--- config.mk ---
export PLATFORM = sky130hd
export DESIGN_NAME = dcc_comparator_control
export DESIGN_NICKNAME = d
export VERILOG_FILES = /design/src/hdl/dcc_comparator_control.v
export VERILOG_INCLUDE_DIRS = /design/src /design/src/hdl
export SDC_FILE = /design/constraint.sdc
export NUM_CORES = 1
export LEC_CHECK = 0
export BUFFER_PORTS_ARGS = -buffer_cell sky130_fd_sc_hd__clkbuf_2
export CELL_PAD_IN_SITES_DETAIL_PLACEMENT = 1
export CELL_PAD_IN_SITES_GLOBAL_PLACEMENT = 1
export CORE_MARGIN = 2
export CORE_UTILIZATION = 25
export DETAILED_ROUTE_END_ITERATION = 12
export GPL_ROUTABILITY_DRIVEN = 0
export GPL_TIMING_DRIVEN = 0
export PLACE_DENSITY_LB_ADDON = 0.05
export RECOVER_POWER = 50
export SYNTH_ARGS = -nofsm -noshare
export SYNTH_HDL_FRONTEND = slang
export SYNTH_SLANG_ARGS = --single-unit
--- constraint.sdc ---
create_clock -name clk -period 1 [get_ports clk]
set_input_delay 0.1 -clock clk [delete_from_list [all_inputs] [get_ports clk]]
set_output_delay 0.1 -clock clk [all_outputs]
set_load 0.03 [all_outputs]
--- src/hdl/dcc_consts.vh ---
// constants for the dual comparator control block
`ifndef DCC_CONSTS_VH
`define DCC_CONSTS_VH
`define DCC_SEL_W       3
`define DCC_SEL_OFF     3'h0
`define DCC_SEL_PIN0    3'h0
`define DCC_SEL_PIN1    3'h1
`define DCC_SEL_PIN2    3'h2
`define DCC_SEL_PIN3    3'h3
`define DCC_SEL_DAC     3'h5
`define DCC_SEL_FVR     3'h6
`define DCC_SEL_GND     3'h7
`define DCC_ASEL_NONE   3'h0
`define DCC_ASEL_GND    3'h1
`define DCC_ASEL_FVR    3'h2
`define DCC_ASEL_DAC    3'h3
`define DCC_ASEL_PIN0   3'h4
`define DCC_ASEL_PIN1   3'h5
`define DCC_ASEL_PIN2   3'h6
`define DCC_ASEL_PIN3   3'h7
`define DCC_BIT_RST     1'h0
`define DCC_TRIG_NONE   2'h0
`define DCC_TRIG_CMP1   2'h1
`define DCC_TRIG_CMP2   2'h2
`endif

--- src/hdl/dcc_comparator_control.v ---
// digital control around two analog comparators
`timescale 1ns/100ps
`include "dcc_consts.vh"

module dcc_channel
  (
    // clock and reset
    input  wire                  clk,
    input  wire                  reset_n,
    // controls
    input  wire                  cmpEnable,
    input  wire                  cmpInvert,
    input  wire                  cmpSync,
    input  wire                  riseIrqEnable,
    input  wire                  fallIrqEnable,
    input  wire                  flagClear,
    input  wire [`DCC_SEL_W-1:0] posInputSelect,
    input  wire [`DCC_SEL_W-1:0] negInputSelect,
    // analog result pin and timer clock, both asynchronous
    input  wire                  rawResult,
    input  wire                  timerClkPrescaled,
    // outputs
    output reg  [`DCC_SEL_W-1:0] posMuxSel,
    output reg  [`DCC_SEL_W-1:0] negMuxSel,
    output wire                  pinOut,
    output wire                  resultBit,
    output wire                  irqFlag,
    output wire                  riseEvent
  );

  reg  rawSync1_reg;
  reg  rawSync2_reg;
  reg  tclkSync1_reg;
  reg  tclkSync2_reg;
  reg  tclkPrev_reg;
  reg  syncOut_reg;
  reg  result_reg;
  reg  resultPrev_reg;
  reg  flag_reg;
  wire adjusted;
  wire tclkFall;
  wire rose;
  wire fell;
  reg  flag_next;

  // polarity applied after the enable gate, so toggling invert while off still moves the bit
  assign adjusted = (cmpEnable & rawSync2_reg) ^ cmpInvert;
  assign tclkFall = tclkPrev_reg & ~tclkSync2_reg;

  always @(posedge clk)
  begin
    if (!reset_n)
    begin
      rawSync1_reg   <= `DCC_BIT_RST;
      rawSync2_reg   <= `DCC_BIT_RST;
      tclkSync1_reg  <= `DCC_BIT_RST;
      tclkSync2_reg  <= `DCC_BIT_RST;
      tclkPrev_reg   <= `DCC_BIT_RST;
      syncOut_reg    <= `DCC_BIT_RST;
      result_reg     <= `DCC_BIT_RST;
      resultPrev_reg <= `DCC_BIT_RST;
      flag_reg       <= `DCC_BIT_RST;
    end
    else
    begin
      rawSync1_reg   <= rawResult;
      rawSync2_reg   <= rawSync1_reg;
      tclkSync1_reg  <= timerClkPrescaled;
      tclkSync2_reg  <= tclkSync1_reg;
      tclkPrev_reg   <= tclkSync2_reg;
      result_reg     <= adjusted;
      resultPrev_reg <= result_reg;
      flag_reg       <= flag_next;
      if (tclkFall)
      begin
        syncOut_reg <= adjusted;
      end
    end
  end

  // edges between consecutive registered samples
  assign rose = result_reg & ~resultPrev_reg;
  assign fell = ~result_reg & resultPrev_reg;

  always @*
  begin
    flag_next = flag_reg;
    if (flagClear)
    begin
      flag_next = `DCC_BIT_RST;
    end
    // set wins over a clear in the same cycle
    if ((rose & riseIrqEnable) | (fell & fallIrqEnable))
    begin
      flag_next = 1'b1;
    end
  end

  // disabled comparator sees no source on either input
  always @*
  begin
    posMuxSel = cmpEnable ? posInputSelect : `DCC_ASEL_NONE;
    negMuxSel = cmpEnable ? negInputSelect : `DCC_ASEL_NONE;
    case (posInputSelect)
      `DCC_SEL_GND:  posMuxSel = `DCC_ASEL_GND;
      `DCC_SEL_FVR:  posMuxSel = `DCC_ASEL_FVR;
      `DCC_SEL_DAC:  posMuxSel = `DCC_ASEL_DAC;
      `DCC_SEL_PIN1: posMuxSel = `DCC_ASEL_PIN1;
      `DCC_SEL_PIN0: posMuxSel = `DCC_ASEL_PIN0;
      default:       posMuxSel = `DCC_ASEL_NONE;
    endcase
    case (negInputSelect)
      `DCC_SEL_GND:  negMuxSel = `DCC_ASEL_GND;
      `DCC_SEL_FVR:  negMuxSel = `DCC_ASEL_FVR;
      `DCC_SEL_PIN3: negMuxSel = `DCC_ASEL_PIN3;
      `DCC_SEL_PIN2: negMuxSel = `DCC_ASEL_PIN2;
      `DCC_SEL_PIN1: negMuxSel = `DCC_ASEL_PIN1;
      `DCC_SEL_PIN0: negMuxSel = `DCC_ASEL_PIN0;
      default:       negMuxSel = `DCC_ASEL_NONE;
    endcase
    if (!cmpEnable)
    begin
      posMuxSel = `DCC_ASEL_NONE;
      negMuxSel = `DCC_ASEL_NONE;
    end
  end

  // pin path is unregistered unless sync mode picks the timer-edge capture
  assign pinOut    = cmpSync ? syncOut_reg : adjusted;
  assign resultBit = result_reg;
  // the flag level is also the wake request while the core sleeps
  assign irqFlag   = flag_reg;
  assign riseEvent = rose;

endmodule // dcc_channel

module dcc_comparator_control
  (
    // clock and reset
    input  wire                  clk,
    input  wire                  reset_n,
    // comparator 1 controls
    input  wire                  cmp1Enable,
    input  wire                  cmp1Invert,
    input  wire                  cmp1HysteresisOn,
    input  wire                  cmp1Sync,
    input  wire                  cmp1RiseIrqEnable,
    input  wire                  cmp1FallIrqEnable,
    input  wire                  cmp1IrqFlagClear,
    input  wire [`DCC_SEL_W-1:0] cmp1PosInputSelect,
    input  wire [`DCC_SEL_W-1:0] cmp1NegInputSelect,
    // comparator 2 controls
    input  wire                  cmp2Enable,
    input  wire                  cmp2Invert,
    input  wire                  cmp2HysteresisOn,
    input  wire                  cmp2Sync,
    input  wire                  cmp2RiseIrqEnable,
    input  wire                  cmp2FallIrqEnable,
    input  wire                  cmp2IrqFlagClear,
    input  wire [`DCC_SEL_W-1:0] cmp2PosInputSelect,
    input  wire [`DCC_SEL_W-1:0] cmp2NegInputSelect,
    // analog results and prescaled timer clock
    input  wire                  cmp1RawResult,
    input  wire                  cmp2RawResult,
    input  wire                  timerClkPrescaled,
    // system selectors
    input  wire [1:0]            adcTriggerSelect,
    input  wire [1:0]            timerExtResetSelect,
    input  wire                  wavegen1ShutdownEnable,
    input  wire                  wavegen2ShutdownEnable,
    // analog front end controls
    output wire [`DCC_SEL_W-1:0] cmp1PosMux,
    output wire [`DCC_SEL_W-1:0] cmp1NegMux,
    output wire                  cmp1HysteresisReq,
    output wire [`DCC_SEL_W-1:0] cmp2PosMux,
    output wire [`DCC_SEL_W-1:0] cmp2NegMux,
    output wire                  cmp2HysteresisReq,
    // status
    output wire                  cmp1ResultBit,
    output wire                  cmp2ResultBit,
    output wire [1:0]            cmpResultMirror,
    output wire                  cmp1IrqFlag,
    output wire                  cmp2IrqFlag,
    // outputs to pins and peripherals
    output wire                  cmp1PinOut,
    output wire                  cmp2PinOut,
    output wire                  cmp1TimerGate,
    output wire                  cmp2TimerGate,
    output wire                  adcTrigger,
    output wire                  timerExtReset,
    output wire                  wavegenShutdown
  );

  wire rise1;
  wire rise2;

  // two identical, independent instances
  dcc_channel chan1
    (
      .clk               (clk),
      .reset_n           (reset_n),
      .cmpEnable         (cmp1Enable),
      .cmpInvert         (cmp1Invert),
      .cmpSync           (cmp1Sync),
      .riseIrqEnable     (cmp1RiseIrqEnable),
      .fallIrqEnable     (cmp1FallIrqEnable),
      .flagClear         (cmp1IrqFlagClear),
      .posInputSelect    (cmp1PosInputSelect),
      .negInputSelect    (cmp1NegInputSelect),
      .rawResult         (cmp1RawResult),
      .timerClkPrescaled (timerClkPrescaled),
      .posMuxSel         (cmp1PosMux),
      .negMuxSel         (cmp1NegMux),
      .pinOut            (cmp1PinOut),
      .resultBit         (cmp1ResultBit),
      .irqFlag           (cmp1IrqFlag),
      .riseEvent         (rise1)
    );

  dcc_channel chan2
    (
      .clk               (clk),
      .reset_n           (reset_n),
      .cmpEnable         (cmp2Enable),
      .cmpInvert         (cmp2Invert),
      .cmpSync           (cmp2Sync),
      .riseIrqEnable     (cmp2RiseIrqEnable),
      .fallIrqEnable     (cmp2FallIrqEnable),
      .flagClear         (cmp2IrqFlagClear),
      .posInputSelect    (cmp2PosInputSelect),
      .negInputSelect    (cmp2NegInputSelect),
      .rawResult         (cmp2RawResult),
      .timerClkPrescaled (timerClkPrescaled),
      .posMuxSel         (cmp2PosMux),
      .negMuxSel         (cmp2NegMux),
      .pinOut            (cmp2PinOut),
      .resultBit         (cmp2ResultBit),
      .irqFlag           (cmp2IrqFlag),
      .riseEvent         (rise2)
    );

  assign cmp1HysteresisReq = cmp1Enable & cmp1HysteresisOn;
  assign cmp2HysteresisReq = cmp2Enable & cmp2HysteresisOn;
  assign cmpResultMirror   = {cmp2ResultBit, cmp1ResultBit};
  assign cmp1TimerGate     = cmp1PinOut;
  assign cmp2TimerGate     = cmp2PinOut;
  // one-cycle pulses on a rising registered output
  assign adcTrigger    = ((adcTriggerSelect == `DCC_TRIG_CMP1) & rise1) |
                         ((adcTriggerSelect == `DCC_TRIG_CMP2) & rise2);
  assign timerExtReset = ((timerExtResetSelect == `DCC_TRIG_CMP1) & rise1) |
                         ((timerExtResetSelect == `DCC_TRIG_CMP2) & rise2);
  // shutdown taken from the pin outputs, unregistered unless sync mode is on, for an immediate reaction
  assign wavegenShutdown = (wavegen1ShutdownEnable & cmp1PinOut) |
                           (wavegen2ShutdownEnable & cmp2PinOut);

endmodule // dcc_comparator_control

Yosys cells after proc, flatten, opt, wreduce, memory -nomap -nowiden

Index checks and enable logic that the tools add are counted.
Widths: inputs -> output; s select.

Output and inout bits: 27
Word-level logic and storage cells: 88
Bits of input ports: 37
Register bits: 15

Equality and inequality tests: 22
Muxes and demuxes: 14
Reductions and logical operators: 6
Bitwise operators: 31

Operators with widths:

| cell               | count |
|---|---|
| $pmux 3 s6         | 2 |
| $eq 3x3->1 const B | 10 |
| $pmux 3 s5         | 2 |
| $and 1x1->1        | 19 |
| $eq 3x1->1 const B | 4 |
| $eq 3x2->1 const B | 4 |
| $logic_not 3->1    | 4 |
| $mux 3             | 4 |
| $mux 1             | 6 |
| $not 1->1          | 5 |
| $or 1x1->1         | 5 |
| $eq 2x1->1 const B | 2 |
| $eq 2x2->1 const B | 2 |
| $reduce_bool 2->1  | 2 |
| $xor 1x1->1        | 2 |

Logic depth before layout (Yosys ltp)

Depth in word-level cells: 5
Mapped depth: 3
Mapped depth without buffers: 3

Cells and area by module

From an unflattened synthesis, not the netlist that was laid out.

Cells, all modules: 95
Area total of the unflattened synthesis: 824.5 um2

By module, submodules not included:

| module                 | times used | area each (um2) | cells each |
|---|---|---|---|
| dcc_channel            | 2          | 366.6           | 41 |
| dcc_comparator_control | 1          | 91.3            | 13 |

Least setup slack after synthesis

Ideal clock, no wire load.

Kind: reg2out
From: register chan1.rawSync2_reg
To: output port wavegenShutdown
Slack: -0.533 ns
Data arrival time: 1.433 ns
Required time: 0.900 ns
Cell stages (with the launch flop): 4
Path through: dfxtp_1 and4b_1 a221oi_2 a22o_1

Cells in the longest elaborated chain, start to end: 5

Ends and longest elaborated chain:

| item                     | RTL line                     | RTL |
|---|---|---|
| start: declaration       | dcc_comparator_control.v:32  | `reg rawSync2_reg;` |
| start signal: assignment | dcc_comparator_control.v:55  | `` rawSync2_reg <= `DCC_BIT_RST; `` |
| start signal: assignment | dcc_comparator_control.v:67  | `rawSync2_reg <= rawSync1_reg;` |
| $and 1x1->1              | dcc_comparator_control.v:47  | `assign adjusted = (cmpEnable & rawSync2_reg) ^ cmpInvert;` |
| $xor 1x1->1              | dcc_comparator_control.v:47  |  |
| $mux 1                   | dcc_comparator_control.v:129 | `assign pinOut = cmpSync ? syncOut_reg : adjusted;` |
| named net cmp1PinOut     | dcc_comparator_control.v:185 | `output wire cmp1PinOut,` |
| $and 1x1->1              | dcc_comparator_control.v:253 | `assign wavegenShutdown = (wavegen1ShutdownEnable & cmp1PinOut) \|` |
| $or 1x1->1               | dcc_comparator_control.v:253 |  |
| end: declaration         | dcc_comparator_control.v:191 | `output wire wavegenShutdown` |

The timed path passes the listed nets, and every way through them passes these cells.

Worst setup path after layout

From: register chan2.rawSync2_reg
To: output port wavegenShutdown

Cells in the longest elaborated chain, start to end: 5

Ends and longest elaborated chain:

| item                     | RTL line                     | RTL |
|---|---|---|
| start: declaration       | dcc_comparator_control.v:32  |  |
| start signal: assignment | dcc_comparator_control.v:55  |  |
| start signal: assignment | dcc_comparator_control.v:67  |  |
| $and 1x1->1              | dcc_comparator_control.v:47  |  |
| $xor 1x1->1              | dcc_comparator_control.v:47  |  |
| $mux 1                   | dcc_comparator_control.v:129 |  |
| $and 1x1->1              | dcc_comparator_control.v:254 | `(wavegen2ShutdownEnable & cmp2PinOut);` |
| $or 1x1->1               | dcc_comparator_control.v:253 |  |

No other way between the ends.

==> flow_metrics.py <==
metrics = {
    "final_layout": {
        "final_cells": 198,
        "area_delta_synth_final_pct": 80.48,
        "fill_cells": 372,
        "layout_commonest_cell": "clkbuf_2",
        "diodes": 0,
        "mostFrequentLayoutCells": "46 x clkbuf_2, 12 x dfxtp_1, 9 x inv_1, 9 x and2_1",
        "drive_above_1_share_pct": 48.48,
        "nets": 203,
    },
    "placement": {
        "pre_cts_ws_ps": -228.8,
        "dpl.hpwl_um": 1837,
        "numPortBuffers": 63,
        "dp.cells": 188,
    },
    "drt": {
        "dr.pass1.iters": 4,
        "drtAntennaViolNets": 0,
        "drt_iter0_drc": 18,
        "drt-total-wl_um": 2197,
        "drt-vias-per-instance": 4.556,
        "drc": 0,
        "vias": 902,
        "wl_per_cell_um": 11.10,
    },
    "sta": {
        "worstMarginPinSlew_ps": 383.8,
        "finalHoldViolations": 0,
        "max_freq_mhz": 676.1,
        "finalWorstSetupSlack_ps": -479.2,
        "finalSetupViolCount": 11,
        "fin_crit_ps": 1479,
        "fin_crit_sh_pct": 147.9,
        "relSlewSlack_pct": 74.52,
        "rsz0062_at_grt": "true",
        "skew_ps": 10.36,
        "slew_viol_final": 0,
    },
    "grt": {
        "grt_start_max_net_pins": 11,
        "grt-ovfl-total": 0,
        "grt_pass1_vias": 896,
        "grt_pass1_wl_um": 3588,
        "gr-usage-all-layers_pct": 13.71,
        "antenna_found_initial": 0,
    },
    "setup_path": {
        "crit_cells": 4,
        "crit_required_ps": 900,
        "r2r-end": "chan2.irqFlag",
        "path_buf_inv": 1,
        "worstReg2RegStart": "chan2.resultBit",
        "cp_top_family": "compound AO/OA/AOI/OAI gates",
        "critPathMaxFanout": 3,
        "critPathMaxStageDelay_ps": 340,
        "timing_worst_setup_path_type": "reg2out",
        "cp-end-kind": "output pin",
        "critPathSlowestCell": "dfxtp_2",
        "r2r_cells": 5,
        "start_kind": "register",
        "crit_start": "chan2.rawSync2_reg",
        "worst_ep_arrival_time_ps": 1380,
        "path_cells": "and4b_1 -> a221oi_4 -> a22o_4 -> buf_8",
        "crit_path_end": "wavegenShutdown",
        "reg2reg_setup_slack_ps": -10,
    },
    "synth": {
        "synth_cells": 92,
        "ys.flop_type": "dfxtp_1",
        "ys_warn_count": 0,
        "ys_seq_area_share_pct": 38.71,
        "syn_area_per_cell_um2": 8.432,
        "async_flop_share_pct": 0,
        "syn-num-nets": 129,
        "synth_edf_count": 0,
        "syn_area_um2": 775.7,
        "ys_ff_latch": 15,
        "ys_types": 23,
    },
    "power_and_ir_drop": {
        "powerDensity_mw_per_mm2": 1111,
        "ir_worst_vdd_v": 0.0007465,
        "cellLeakagePower_nw": 0.6857,
    },
    "outcome": {
        "status": "finished with violations",
        "violations": "negative setup slack",
    },
    "clocking": {
        "numCtsBuffers": 3,
        "cts_tree": "yes",
        "clock_sink_count": 15,
        "cts.htree.levels": 1,
        "cts-root-buf": "clkbuf_4",
        "clockBufferDepth": 2,
        "clk_latency_ps": 290,
        "clk_pin_slew_ps": 100,
    },
    "floorplanning": {
        "start_util_pct": 25.83,
        "rows": 20,
        "core_area_mm2": 0.003003,
        "io_pins": 64,
        "die_h_um": 59.71,
        "die_w_um": 59.71,
        "die_area_mm2": 0.003565,
    },
    "worst_hold_path": {
        "hold_class": "in2reg",
    },
    "job": {
        "max_cap_violations": 0,
    },
}
metal layers:
layer  GRT usage, %  up-vias  wire (µm)
met4          5.714        0         36
met5              0        -          0
met1          12.30      419        764
li1               -      449          -
met2          27.17       29       1274
met3          4.545        5        122
how the worst min path moves through the flow:
stage | start | endpoint | depth (start not counted)
after floorplan | reset_n | chan2.resultBit | 1
after global placement | timerClkPrescaled | chan2.tclkSync1_reg | 2
after detailed placement | timerClkPrescaled | chan2.tclkSync1_reg | 2
after CTS | cmp1RiseIrqEnable | chan1.irqFlag | 3
after global routing | cmp1RiseIrqEnable | chan1.irqFlag | 3
final | cmp1RiseIrqEnable | chan1.irqFlag | 3
cell families (layout without fill, tap and decap cells):
group,after synthesis,after routing,synth area share [%]
AND/OR/NAND/NOR,41,41,31.77
flip-flops,15,15,38.71
buffers and inverters,14,87,8.709
XOR/XNOR,4,4,4.516
AO/OA/AOI/OAI,18,18,16.29
synthesized netlist by cell type, drive strengths merged, types with 2 or more instances:
| cell type | n | area share (%) |
|---|---|---|
| nand2 | 9 | 5.0 |
| nor3b | 2 | 1.9 |
| o21ai | 3 | 1.9 |
| and2 | 11 | 8.9 |
| and4b | 2 | 2.6 |
| dfxtp | 15 | 39 |
| inv | 9 | 4.4 |
| nor2b | 8 | 6.5 |
| buf | 4 | 3.9 |
| a21oi | 8 | 5.2 |
| and3 | 2 | 1.6 |
| a221oi | 2 | 3.9 |
| nor2 | 2 | 0.97 |
| nand2b | 3 | 2.4 |
| nand3b | 2 | 1.9 |
| xor2 | 4 | 4.5 |
report_power, final:
group	switching [mW]	internal (mW)	leakage, nW
Combinational	0.288	0.262	0.547
Sequential	0.0168	0.626	0.125
Clock	0.211	0.152	0.0139
tightest hold or removal path, stage by stage:
cell,delay (ps)
clkbuf_2,80
nand3b_1,70
a21boi_0,70
final cells by class:
cell class | instances | area, µm² | share of cell area, %
Tap cell | 33 | 41.29 | 2.949
Timing Repair Buffer | 69 | 469.2 | 33.51
Multi-Input combinational cell | 63 | 474.2 | 33.87
Clock buffer | 3 | 22.52 | 1.609
Buffer | 5 | 45.04 | 3.217
Sequential cell | 15 | 306.5 | 21.89
Clock inverter | 1 | 7.507 | 0.5362
Inverter | 9 | 33.78 | 2.413
per-stage QoR:
stage	setup TNS (ps)	power [mW]	hold WS (ps)	instance area, µm²	utilization [%]
floorplan	-691.3	0.9412	226.8	850.8	-
global placement	-937.8	1.108	306.2	1207	40.21
detailed placement	-976.6	1.122	314.0	1207	40.21
CTS	-3332	1.563	67.31	1384	46.08
global route	-4102	1.648	82.75	1400	46.63
finish	-3086	1.556	72.55	1400	46.63
repair_timing:
item                       in CTS  in global routing
gates resized for setup        26                 14
hold buffers                    3                  0
pin swaps                       3                  3
hold endpoints to repair        3                  0
setup buffers                   2                  2
setup endpoints to repair      10                 12
Note: power is estimated with default switching activity, not from simulation.
